**config.mk**
```make
export PLATFORM = sky130hd
export DESIGN_NAME = cgcr_regs
export DESIGN_NICKNAME = d
export VERILOG_FILES = /design/src/cgcr_regs.v /design/src/cgcr_ee_loader.v
export VERILOG_INCLUDE_DIRS = /design/src /design/src/include
export SDC_FILE = /design/constraint.sdc
export NUM_CORES = 1
export LEC_CHECK = 0
export BUFFER_PORTS_ARGS = -buffer_cell sky130_fd_sc_hd__buf_2
export CAP_MARGIN = 20
export CORE_MARGIN = 3
export CORE_UTILIZATION = 60
export DETAILED_ROUTE_END_ITERATION = 6
export PLACE_DENSITY_LB_ADDON = 0.08
export SLEW_MARGIN = 15
export SYNTH_ARGS = -nofsm -noshare
export SYNTH_HDL_FRONTEND = slang
export SYNTH_SLANG_ARGS = --single-unit
```
**constraint.sdc**
```tcl
create_clock -name i_core_clk -period 2.91 [get_ports i_core_clk]
set_input_delay 0.582 -clock i_core_clk [delete_from_list [all_inputs] [get_ports i_core_clk]]
set_output_delay 0.582 -clock i_core_clk [all_outputs]
set_load 0.03 [all_outputs]
```
**src/include/cgcr_defines.vh**
```
`ifndef CGCR_DEFINES_VH
`define CGCR_DEFINES_VH

// ******************************************************
// Register offsets (byte addresses of 16-bit words)
// ******************************************************
`define CGCR_OFF_MAC_MID      8'h12
`define CGCR_OFF_MAC_HIGH     8'h14
`define CGCR_OFF_BUS_CLK      8'h20
`define CGCR_OFF_EE_PIN       8'h22
`define CGCR_OFF_SELFTEST     8'h24
`define CGCR_OFF_SOFT_RST     8'h26

// ******************************************************
// Field positions
// ******************************************************
`define CGCR_BCC_DRIVE_BIT    6
`define CGCR_BCC_SRC_BIT      2
`define CGCR_EE_DIR_BIT       5
`define CGCR_EE_SW_EN_BIT     4
`define CGCR_EE_DIN_BIT       3
`define CGCR_EE_DOUT_BIT      2
`define CGCR_EE_CLK_BIT       1
`define CGCR_EE_CS_BIT        0
`define CGCR_RST_QM_BIT       1
`define CGCR_RST_GLB_BIT      0

// ******************************************************
// Reset values and write mask
// ******************************************************
`define CGCR_RST_MAC_WORD     16'h0000
`define CGCR_RST_BUS_CLK      16'h0000
`define CGCR_RST_EE_CTRL      6'h00
`define CGCR_BCC_WR_MASK      16'hFFFB

// ******************************************************
// EEPROM loader constants
// ******************************************************
`define CGCR_EE_WORD_LOW      6'h01
`define CGCR_EE_WORD_MID      6'h02
`define CGCR_EE_WORD_HIGH     6'h03
`define CGCR_EE_READ_OP       3'b110
`define CGCR_EE_SK_HALF_NS    1000
`define CGCR_CLK_PERIOD_NS    40
// 1000 ns half period over a 40 ns clock, sized for the 8-bit timer
`define CGCR_EE_SK_HALF_CYC   8'h19

`endif

```
**src/cgcr_regs.v**
```verilog
`timescale 1ns/10ps
`include "cgcr_defines.vh"

module cgcr_regs (
  input  wire        i_core_clk,     // Core clock
  input  wire        i_reset,        // Sync reset, high
  input  wire [7:0]  i_addr,         // Register byte address
  input  wire        i_wr,           // Write strobe
  input  wire        i_rd,           // Read strobe
  input  wire [15:0] i_wdata,        // Write data
  output reg  [15:0] o_rdata,        // Read data
  input  wire        i_ee_din,       // Data pin input level
  output reg         o_ee_dout,      // Data pin output
  output reg         o_ee_doe,       // Data pin output enable
  output reg         o_ee_sk,        // Serial clock pin
  output reg         o_ee_cs,        // Chip select pin
  input  wire        i_tx_bist_done, // TX memory test done
  input  wire        i_tx_bist_fail, // TX memory test failed
  input  wire [2:0]  i_tx_bist_cnt,  // TX failure count
  input  wire        i_rx_bist_done, // RX memory test done
  input  wire        i_rx_bist_fail, // RX memory test failed
  input  wire [2:0]  i_rx_bist_cnt,  // RX failure count
  output reg         o_bist_start,   // Start memory tests
  output reg  [15:0] o_mac_low,      // Low MAC word
  output reg  [15:0] o_mac_mid,      // Middle MAC word
  output reg  [15:0] o_mac_high,     // High MAC word
  output reg         o_drive_16ma,   // Pad drive strength
  output reg         o_clk_src_sel,  // Bus clock source
  output reg  [1:0]  o_clk_div,      // Bus clock divider
  output reg         o_qm_reset,     // Queue manager reset
  output reg         o_global_reset  // Core global reset
);
  // ****************************************************
  // Loader state machine (one-hot)
  // ****************************************************
  localparam [4:0] ST_STRAP = 5'b00001;
  localparam [4:0] ST_LOW   = 5'b00010;
  localparam [4:0] ST_MID   = 5'b00100;
  localparam [4:0] ST_HIGH  = 5'b01000;
  localparam [4:0] ST_IDLE  = 5'b10000;

  reg [4:0]  state_r;
  reg [4:0]  state_nxt;
  reg        ee_present_r;
  reg [15:0] bcc_r;
  reg [5:0]  eec_r;
  reg [1:0]  grr_r;
  reg        ld_start_r;
  reg [5:0]  ld_addr_r;
  wire       ld_cs;
  wire       ld_sk;
  wire       ld_dout;
  wire       ld_busy;
  wire       ld_done;
  wire [15:0] ld_word;
  wire       soft_rst;
  wire       sw_en;
  reg        ld_sk_d_r;
  reg [4:0]  ld_rise_r;

  // Decode shared by the register and soft reset write paths
  function hit;
    input [7:0] a;
    input [7:0] off;
    begin
      hit = (a == off);
    end
  endfunction

  assign soft_rst = i_reset | grr_r[`CGCR_RST_GLB_BIT];
  assign sw_en    = eec_r[`CGCR_EE_SW_EN_BIT];

  // ****************************************************
  // Serial word reader
  // ****************************************************
  cgcr_ee_loader u_loader (
    .i_core_clk (i_core_clk),
    .i_reset    (soft_rst),
    .i_start    (ld_start_r),
    .i_addr     (ld_addr_r),
    .i_din      (i_ee_din),
    .o_cs       (ld_cs),
    .o_sk       (ld_sk),
    .o_dout     (ld_dout),
    .o_busy     (ld_busy),
    .o_done     (ld_done),
    .o_word     (ld_word)
  );

  // Count loader clock rises so the data pin is released after
  // the command; avoids fighting the EEPROM in the data phase
  always @(posedge i_core_clk) begin
    if (soft_rst) begin
      ld_sk_d_r <= 1'b0;
      ld_rise_r <= 5'h00;
    end else begin
      ld_sk_d_r <= ld_sk;
      if (ld_start_r)
        ld_rise_r <= 5'h00;
      else if (ld_sk && !ld_sk_d_r && ld_rise_r != 5'h1f)
        ld_rise_r <= ld_rise_r + 5'h01;
    end
  end

  // Next loader state; strap is sampled once, after release
  always @* begin
    state_nxt = state_r;
    case (state_r)
      ST_STRAP: state_nxt = i_ee_din ? ST_LOW : ST_IDLE;
      ST_LOW:   if (ld_done) state_nxt = ST_MID;
      ST_MID:   if (ld_done) state_nxt = ST_HIGH;
      ST_HIGH:  if (ld_done) state_nxt = ST_IDLE;
      ST_IDLE:  state_nxt = ST_IDLE;
      default:  state_nxt = ST_IDLE;
    endcase
  end

  // Loader sequencing, kicks one word read per state
  always @(posedge i_core_clk) begin
    if (soft_rst) begin
      state_r      <= ST_STRAP;
      ee_present_r <= 1'b0;
      ld_start_r   <= 1'b0;
      ld_addr_r    <= `CGCR_EE_WORD_LOW;
      o_bist_start <= 1'b0;
    end else begin
      state_r      <= state_nxt;
      o_bist_start <= (state_r == ST_STRAP);
      if (state_r == ST_STRAP)
        ee_present_r <= i_ee_din;
      // Loader issues only reads; only the software pin mode can alter EEPROM content
      ld_start_r <= 1'b0;
      if (state_nxt == ST_LOW && state_r == ST_STRAP) begin
        ld_start_r <= 1'b1;
        ld_addr_r  <= `CGCR_EE_WORD_LOW;
      end else if (ld_done && state_r == ST_LOW) begin
        ld_start_r <= 1'b1;
        ld_addr_r  <= `CGCR_EE_WORD_MID;
      end else if (ld_done && state_r == ST_MID) begin
        ld_start_r <= 1'b1;
        ld_addr_r  <= `CGCR_EE_WORD_HIGH;
      end
    end
  end

  // ****************************************************
  // Register writes; host write wins over a late load
  // ****************************************************
  always @(posedge i_core_clk) begin
    if (soft_rst) begin
      o_mac_low  <= `CGCR_RST_MAC_WORD;
      o_mac_mid  <= `CGCR_RST_MAC_WORD;
      o_mac_high <= `CGCR_RST_MAC_WORD;
      bcc_r      <= `CGCR_RST_BUS_CLK;
      eec_r      <= `CGCR_RST_EE_CTRL;
    end else begin
      if (ld_done && state_r == ST_LOW)
        o_mac_low <= ld_word;
      if (ld_done && state_r == ST_MID)
        o_mac_mid <= ld_word;
      if (ld_done && state_r == ST_HIGH)
        o_mac_high <= ld_word;
      if (i_wr && hit(i_addr, `CGCR_OFF_MAC_MID))
        o_mac_mid <= i_wdata;
      if (i_wr && hit(i_addr, `CGCR_OFF_MAC_HIGH))
        o_mac_high <= i_wdata;
      // Source bit 2 is reserved, so it is held at 0
      if (i_wr && hit(i_addr, `CGCR_OFF_BUS_CLK))
        bcc_r <= i_wdata & `CGCR_BCC_WR_MASK;
      if (i_wr && hit(i_addr, `CGCR_OFF_EE_PIN))
        eec_r <= i_wdata[5:0];
    end
  end

  // Soft reset bits: hardware reset or a host write of 0 clears them, soft reset does not
  always @(posedge i_core_clk) begin
    if (i_reset)
      grr_r <= 2'b00;
    else if (i_wr && hit(i_addr, `CGCR_OFF_SOFT_RST))
      grr_r <= i_wdata[1:0];
  end

  // ****************************************************
  // Control outputs and pin ownership
  // ****************************************************
  always @(posedge i_core_clk) begin
    if (i_reset) begin
      o_drive_16ma   <= 1'b0;
      o_clk_src_sel  <= 1'b0;
      o_clk_div      <= 2'b00;
      o_qm_reset     <= 1'b0;
      o_global_reset <= 1'b0;
      o_ee_dout      <= 1'b0;
      o_ee_doe       <= 1'b0;
      o_ee_sk        <= 1'b0;
      o_ee_cs        <= 1'b0;
    end else begin
      o_drive_16ma   <= bcc_r[`CGCR_BCC_DRIVE_BIT];
      o_clk_src_sel  <= bcc_r[`CGCR_BCC_SRC_BIT];
      o_clk_div      <= bcc_r[1:0];
      o_qm_reset     <= grr_r[`CGCR_RST_QM_BIT];
      o_global_reset <= grr_r[`CGCR_RST_GLB_BIT];
      if (sw_en) begin
        o_ee_dout <= eec_r[`CGCR_EE_DOUT_BIT];
        o_ee_doe  <= eec_r[`CGCR_EE_DIR_BIT];
        o_ee_sk   <= eec_r[`CGCR_EE_CLK_BIT];
        o_ee_cs   <= eec_r[`CGCR_EE_CS_BIT];
      end else begin
        // Drive data only in command phase of a load
        o_ee_dout <= ld_dout;
        o_ee_doe  <= ld_busy & ld_cs &
                     (ld_rise_r < 5'd9);
        o_ee_sk   <= ld_sk;
        o_ee_cs   <= ld_cs;
      end
    end
  end

  // ****************************************************
  // Read data, registered; unmapped reads return zero
  // ****************************************************
  always @(posedge i_core_clk) begin
    if (i_reset) begin
      o_rdata <= 16'h0000;
    end else if (i_rd) begin
      case (i_addr)
        `CGCR_OFF_MAC_MID:  o_rdata <= o_mac_mid;
        `CGCR_OFF_MAC_HIGH: o_rdata <= o_mac_high;
        `CGCR_OFF_BUS_CLK:  o_rdata <= bcc_r;
        // Direction bit is write-only and reads zero
        `CGCR_OFF_EE_PIN:
          o_rdata <= {10'h000, 1'b0, eec_r[4], i_ee_din,
                      eec_r[2:0]};
        `CGCR_OFF_SELFTEST:
          o_rdata <= {3'h0, i_tx_bist_done, i_tx_bist_fail,
                      i_tx_bist_cnt, 3'h0, i_rx_bist_done,
                      i_rx_bist_fail, i_rx_bist_cnt};
        `CGCR_OFF_SOFT_RST: o_rdata <= {14'h0000, grr_r};
        default:            o_rdata <= 16'h0000;
      endcase
    end
  end
endmodule

```
**src/cgcr_ee_loader.v**
```verilog
`timescale 1ns/10ps
`include "cgcr_defines.vh"

// ******************************************************
// Serial EEPROM word reader (3-wire, 6-bit address)
// ******************************************************
module cgcr_ee_loader (
  input  wire        i_core_clk,   // Core clock
  input  wire        i_reset,      // Sync reset, high
  input  wire        i_start,      // Start one word read
  input  wire [5:0]  i_addr,       // Word address
  input  wire        i_din,        // Serial data from EEPROM
  output reg         o_cs,         // Chip select
  output reg         o_sk,         // Serial clock
  output reg         o_dout,       // Serial data to EEPROM
  output reg         o_busy,       // Read in progress
  output reg         o_done,       // Word valid pulse
  output reg  [15:0] o_word        // Word read
);
  localparam [7:0] HALF = `CGCR_EE_SK_HALF_CYC;
  reg [7:0]  tmr_r;
  reg [4:0]  bit_r;
  reg [8:0]  cmd_r;
  wire [8:0] cmd_w;

  assign cmd_w = {`CGCR_EE_READ_OP, i_addr};

  // Each bit: SK low half then SK high half; sample on rising
  // Data out changes only after a falling clock, never at a rise
  // 9 command bits then 16 data bits, MSB first
  always @(posedge i_core_clk) begin
    o_done <= 1'b0;
    if (i_reset) begin
      o_cs   <= 1'b0;
      o_sk   <= 1'b0;
      o_dout <= 1'b0;
      o_busy <= 1'b0;
      o_word <= 16'h0000;
      tmr_r  <= 8'h00;
      bit_r  <= 5'h00;
      cmd_r  <= 9'h000;
    end else if (!o_busy) begin
      if (i_start) begin
        o_busy <= 1'b1;
        o_cs   <= 1'b1;
        o_dout <= cmd_w[8];
        cmd_r  <= {cmd_w[7:0], 1'b0};
        bit_r  <= 5'h00;
        tmr_r  <= 8'h00;
      end
    end else if (tmr_r != HALF - 8'h01) begin
      tmr_r <= tmr_r + 8'h01;
    end else begin
      tmr_r <= 8'h00;
      o_sk  <= ~o_sk;
      if (!o_sk) begin
        if (bit_r >= 5'd9)
          o_word <= {o_word[14:0], i_din};
      end else begin
        cmd_r <= {cmd_r[7:0], 1'b0};
        if (bit_r < 5'd8)
          o_dout <= cmd_r[8];
        else
          o_dout <= 1'b0;
        if (bit_r == 5'd24) begin
          o_busy <= 1'b0;
          o_cs   <= 1'b0;
          o_done <= 1'b1;
          o_dout <= 1'b0;
        end
        bit_r <= bit_r + 5'h01;
      end
    end
  end
endmodule

```
==> flow_metrics.py <==
metrics = {
    "status": {
        "status": "finished clean",
    },
    "floorplan": {
        "row_count": 37,
        "core_area_mm2": 0.01042,
        "initial_core_util_pct": 61.99,
        "io_pins": 114,
        "die_h_um": 109.7,
        "die_w_um": 109.7,
        "die_area_mm2": 0.01204,
    },
    "yosys": {
        "synth_ff_type": "dfxtp_1",
        "synth.area.top_cells": "dfxtp_1, nand2_1, a21oi_1, mux2i_1, nor2_1",
        "seq_area_frac_synth_pct": 47.12,
        "syn_inst": 757,
        "synth.largest_area_cell": "dfxtp_1",
        "async_flop_share_pct": 0,
        "synth_top_family_by_area": "simple AND/OR/NAND/NOR gates",
        "synth-xor-area-share_pct": 1.085,
        "syn_nets": 803,
        "synth.top_cell.area_share_pct": 47.12,
        "synth.distinct_cells": 61,
        "yosysMostFrequentCell": "nand2_1",
        "yosys.area_share.simple_pct": 22.11,
        "synth_adder_area_share_pct": 1.356,
        "syn_area_mm2": 0.006457,
        "synth_edf_count": 0,
        "ys_warn_count": 0,
        "synth_seq_cells": 152,
        "synth_compound_area_share_pct": 18.99,
        "synth.avg_cell_area_um2": 8.530,
        "synthMuxAreaShare_pct": 4.863,
        "synth_common_cells": "nand2_1, dfxtp_1, a21oi_1, nor2_1, o21ai_0",
    },
    "cells_and_area": {
        "antennaDiodeCount": 0,
        "fin_util_pct": 72.99,
        "layoutNonFillerInstCount": 995,
        "nets": 892,
        "drive_gt1_share_pct": 19.44,
        "fillers": 812,
        "postLayoutCellArea_mm2": 0.007602,
        "syn2layout_area_growth_pct": 17.73,
    },
    "power": {
        "p_total_mw": 4.484,
        "powerDensity_mw_per_mm2": 589.9,
        "ir_drop_mv": 0.3180,
        "power.leakage_nw": 2.887,
    },
    "timing": {
        "finalHoldViolCount": 0,
        "slew_headroom_pct": 40.50,
        "skew_ps": 9.398,
        "tightest_slew_ps": 889.2,
        "rsz0062_at_grt": "no",
        "min_period_over_period_pct": 75.03,
        "post-route-min-period_ps": 2183,
        "finalSetupViolCount": 0,
        "tns_ps": 0,
        "max_freq_ghz": 0.4580,
        "slew_violations": 0,
    },
    "worst_setup_path": {
        "crit_type": "register to register",
        "critPathMaxFanout": 11,
        "cp-start-kind": "register",
        "endpoint_kind": "register",
        "cp.arrival_ps": 2610,
        "crit_required_ps": 3340,
    },
    "cts": {
        "clock_sinks": 152,
        "htreeDepth": 4,
        "post_cts_resize_count": 0,
        "post_cts_buffers": 0,
        "cts_hold_buf": 0,
        "clkSlewWorstSetupHoldPaths_ps": 60,
        "cts_buffer_depth": 2,
        "numCtsBuffers": 17,
        "cts_tree": "built",
        "clk_latency_ps": 530,
        "root_buffer": "clkbuf_8",
    },
    "global_routing": {
        "grt_max_degree": 66,
        "antenna_found_initial": 0,
        "overflow": 0,
        "grt_pass1_wl_um": 27280,
        "grt_pass1_vias": 5474,
        "grt_usage_pct": 28.96,
    },
    "route": {
        "vias": 6004,
        "dr.pass1.iters": 5,
        "drc": 0,
        "wl_per_cell_um": 17.33,
        "wl_um": 17240,
        "drtIter0Drc": 478,
        "vias_per_cell": 6.034,
        "postRouteAntennaNets": 0,
    },
    "placed_design": {
        "dp_hpwl_um": 12180,
        "place_congestion": 0.9167,
        "dp.cells": 963,
        "dpl_cell_area_mm2": 0.007007,
        "port-buffer-count": 112,
    },
    "min_path": {
        "hold_class": "input pin to register",
    },
    "run": {
        "maxCapViolations": 0,
    },
}
==> cells by family after synthesis <==
group                      count (synthesis)
DFF                                      152
AOI/OAI and AO/OA                        195
buffers and inverters                     59
adders and majority gates                  7
and+or+nand+nor                          304
xor gates and xnor gates                   8
muxes                                     31
other                                      1
==> registers in the layout, summed over array words and instances (netlist names), 8 cells and up <==
register,count
o_mac_mid,16
u_loader.o_word,16
u_loader.cmd_r,8
o_mac_high,16
o_rdata,16
u_loader.tmr_r,8
bcc_r,15
o_mac_low,16
==> where the power goes <==
part | switching (mW) | internal, mW
Combinational | 0.119 | 0.0536
Sequential | 0.0119 | 2.09
Clock | 0.855 | 1.35
Total | 0.987 | 3.50
==> metrics by stage <==
step	hold WS, ps	setup WS [ps]
after floorplan	428.7	922.9
after global placement	436.7	511.3
after detailed placement	445.1	408.2
after CTS	305.4	738.3
after global routing	314.5	528.3
final	317.0	726.7
==> critical path, stage by stage, from the launching register on <==
cell	delay, ps
dfxtp_1	400
inv_1	60
ha_1	210
and3_1	250
a21oi_1	680
o21ai_0	190
a311oi_1	300
==> final timing paths <==
path,start,endpoint,slack [ps],depth (start not counted)
max reg2reg,u_loader.tmr_r[0]$_SDFFE_PP0P_,u_loader.tmr_r[5]$_SDFFE_PP0P_,730,6
min reg2reg,bcc_r[12]$_SDFFE_PP0P_,bcc_r[12]$_SDFFE_PP0P_,450,2
max,u_loader.tmr_r[0]$_SDFFE_PP0P_,u_loader.tmr_r[5]$_SDFFE_PP0P_,730,6
min,i_rd,o_rdata[0]$_SDFFE_PP0P_,320,2
==> routing by layer <==
layer | part of all wire, % | wire, um | vias to the layer above | global-route usage [%]
li1 | - | - | 2859 | -
met1 | 43 | 7488 | 2873 | 38.06
met2 | 47 | 8099 | 245 | 47.08
met3 | 7.9 | 1364 | 27 | 6.988
met4 | 1.7 | 287 | 0 | 9.172
met5 | 0 | 0 | - | 0
==> cells in the final DEF (no fill, tap or decap), types with 15 or more instances in the layout <==
master     instances
nand2_1          158
nand3_1           17
mux2i_1           28
a22oi_1           25
a211oi_1          20
a22o_1            15
o21ai_0           32
a31oi_1           17
nor2_1            61
buf_2            112
dfxtp_1          152
clkbuf_16         16
a21oi_1           68
==> layout make-up <==
type | instances | area, um2 | area share, %
Multi-Input combinational cell | 546 | 3136 | 41.24
Inverter | 8 | 30.03 | 0.3950
Sequential cell | 152 | 3043 | 40.03
Tap cell | 136 | 170.2 | 2.238
Timing Repair Buffer | 121 | 628.1 | 8.262
Clock inverter | 11 | 146.4 | 1.926
Clock buffer | 21 | 449.2 | 5.908
Note: power is estimated with default switching activity, not from simulation.
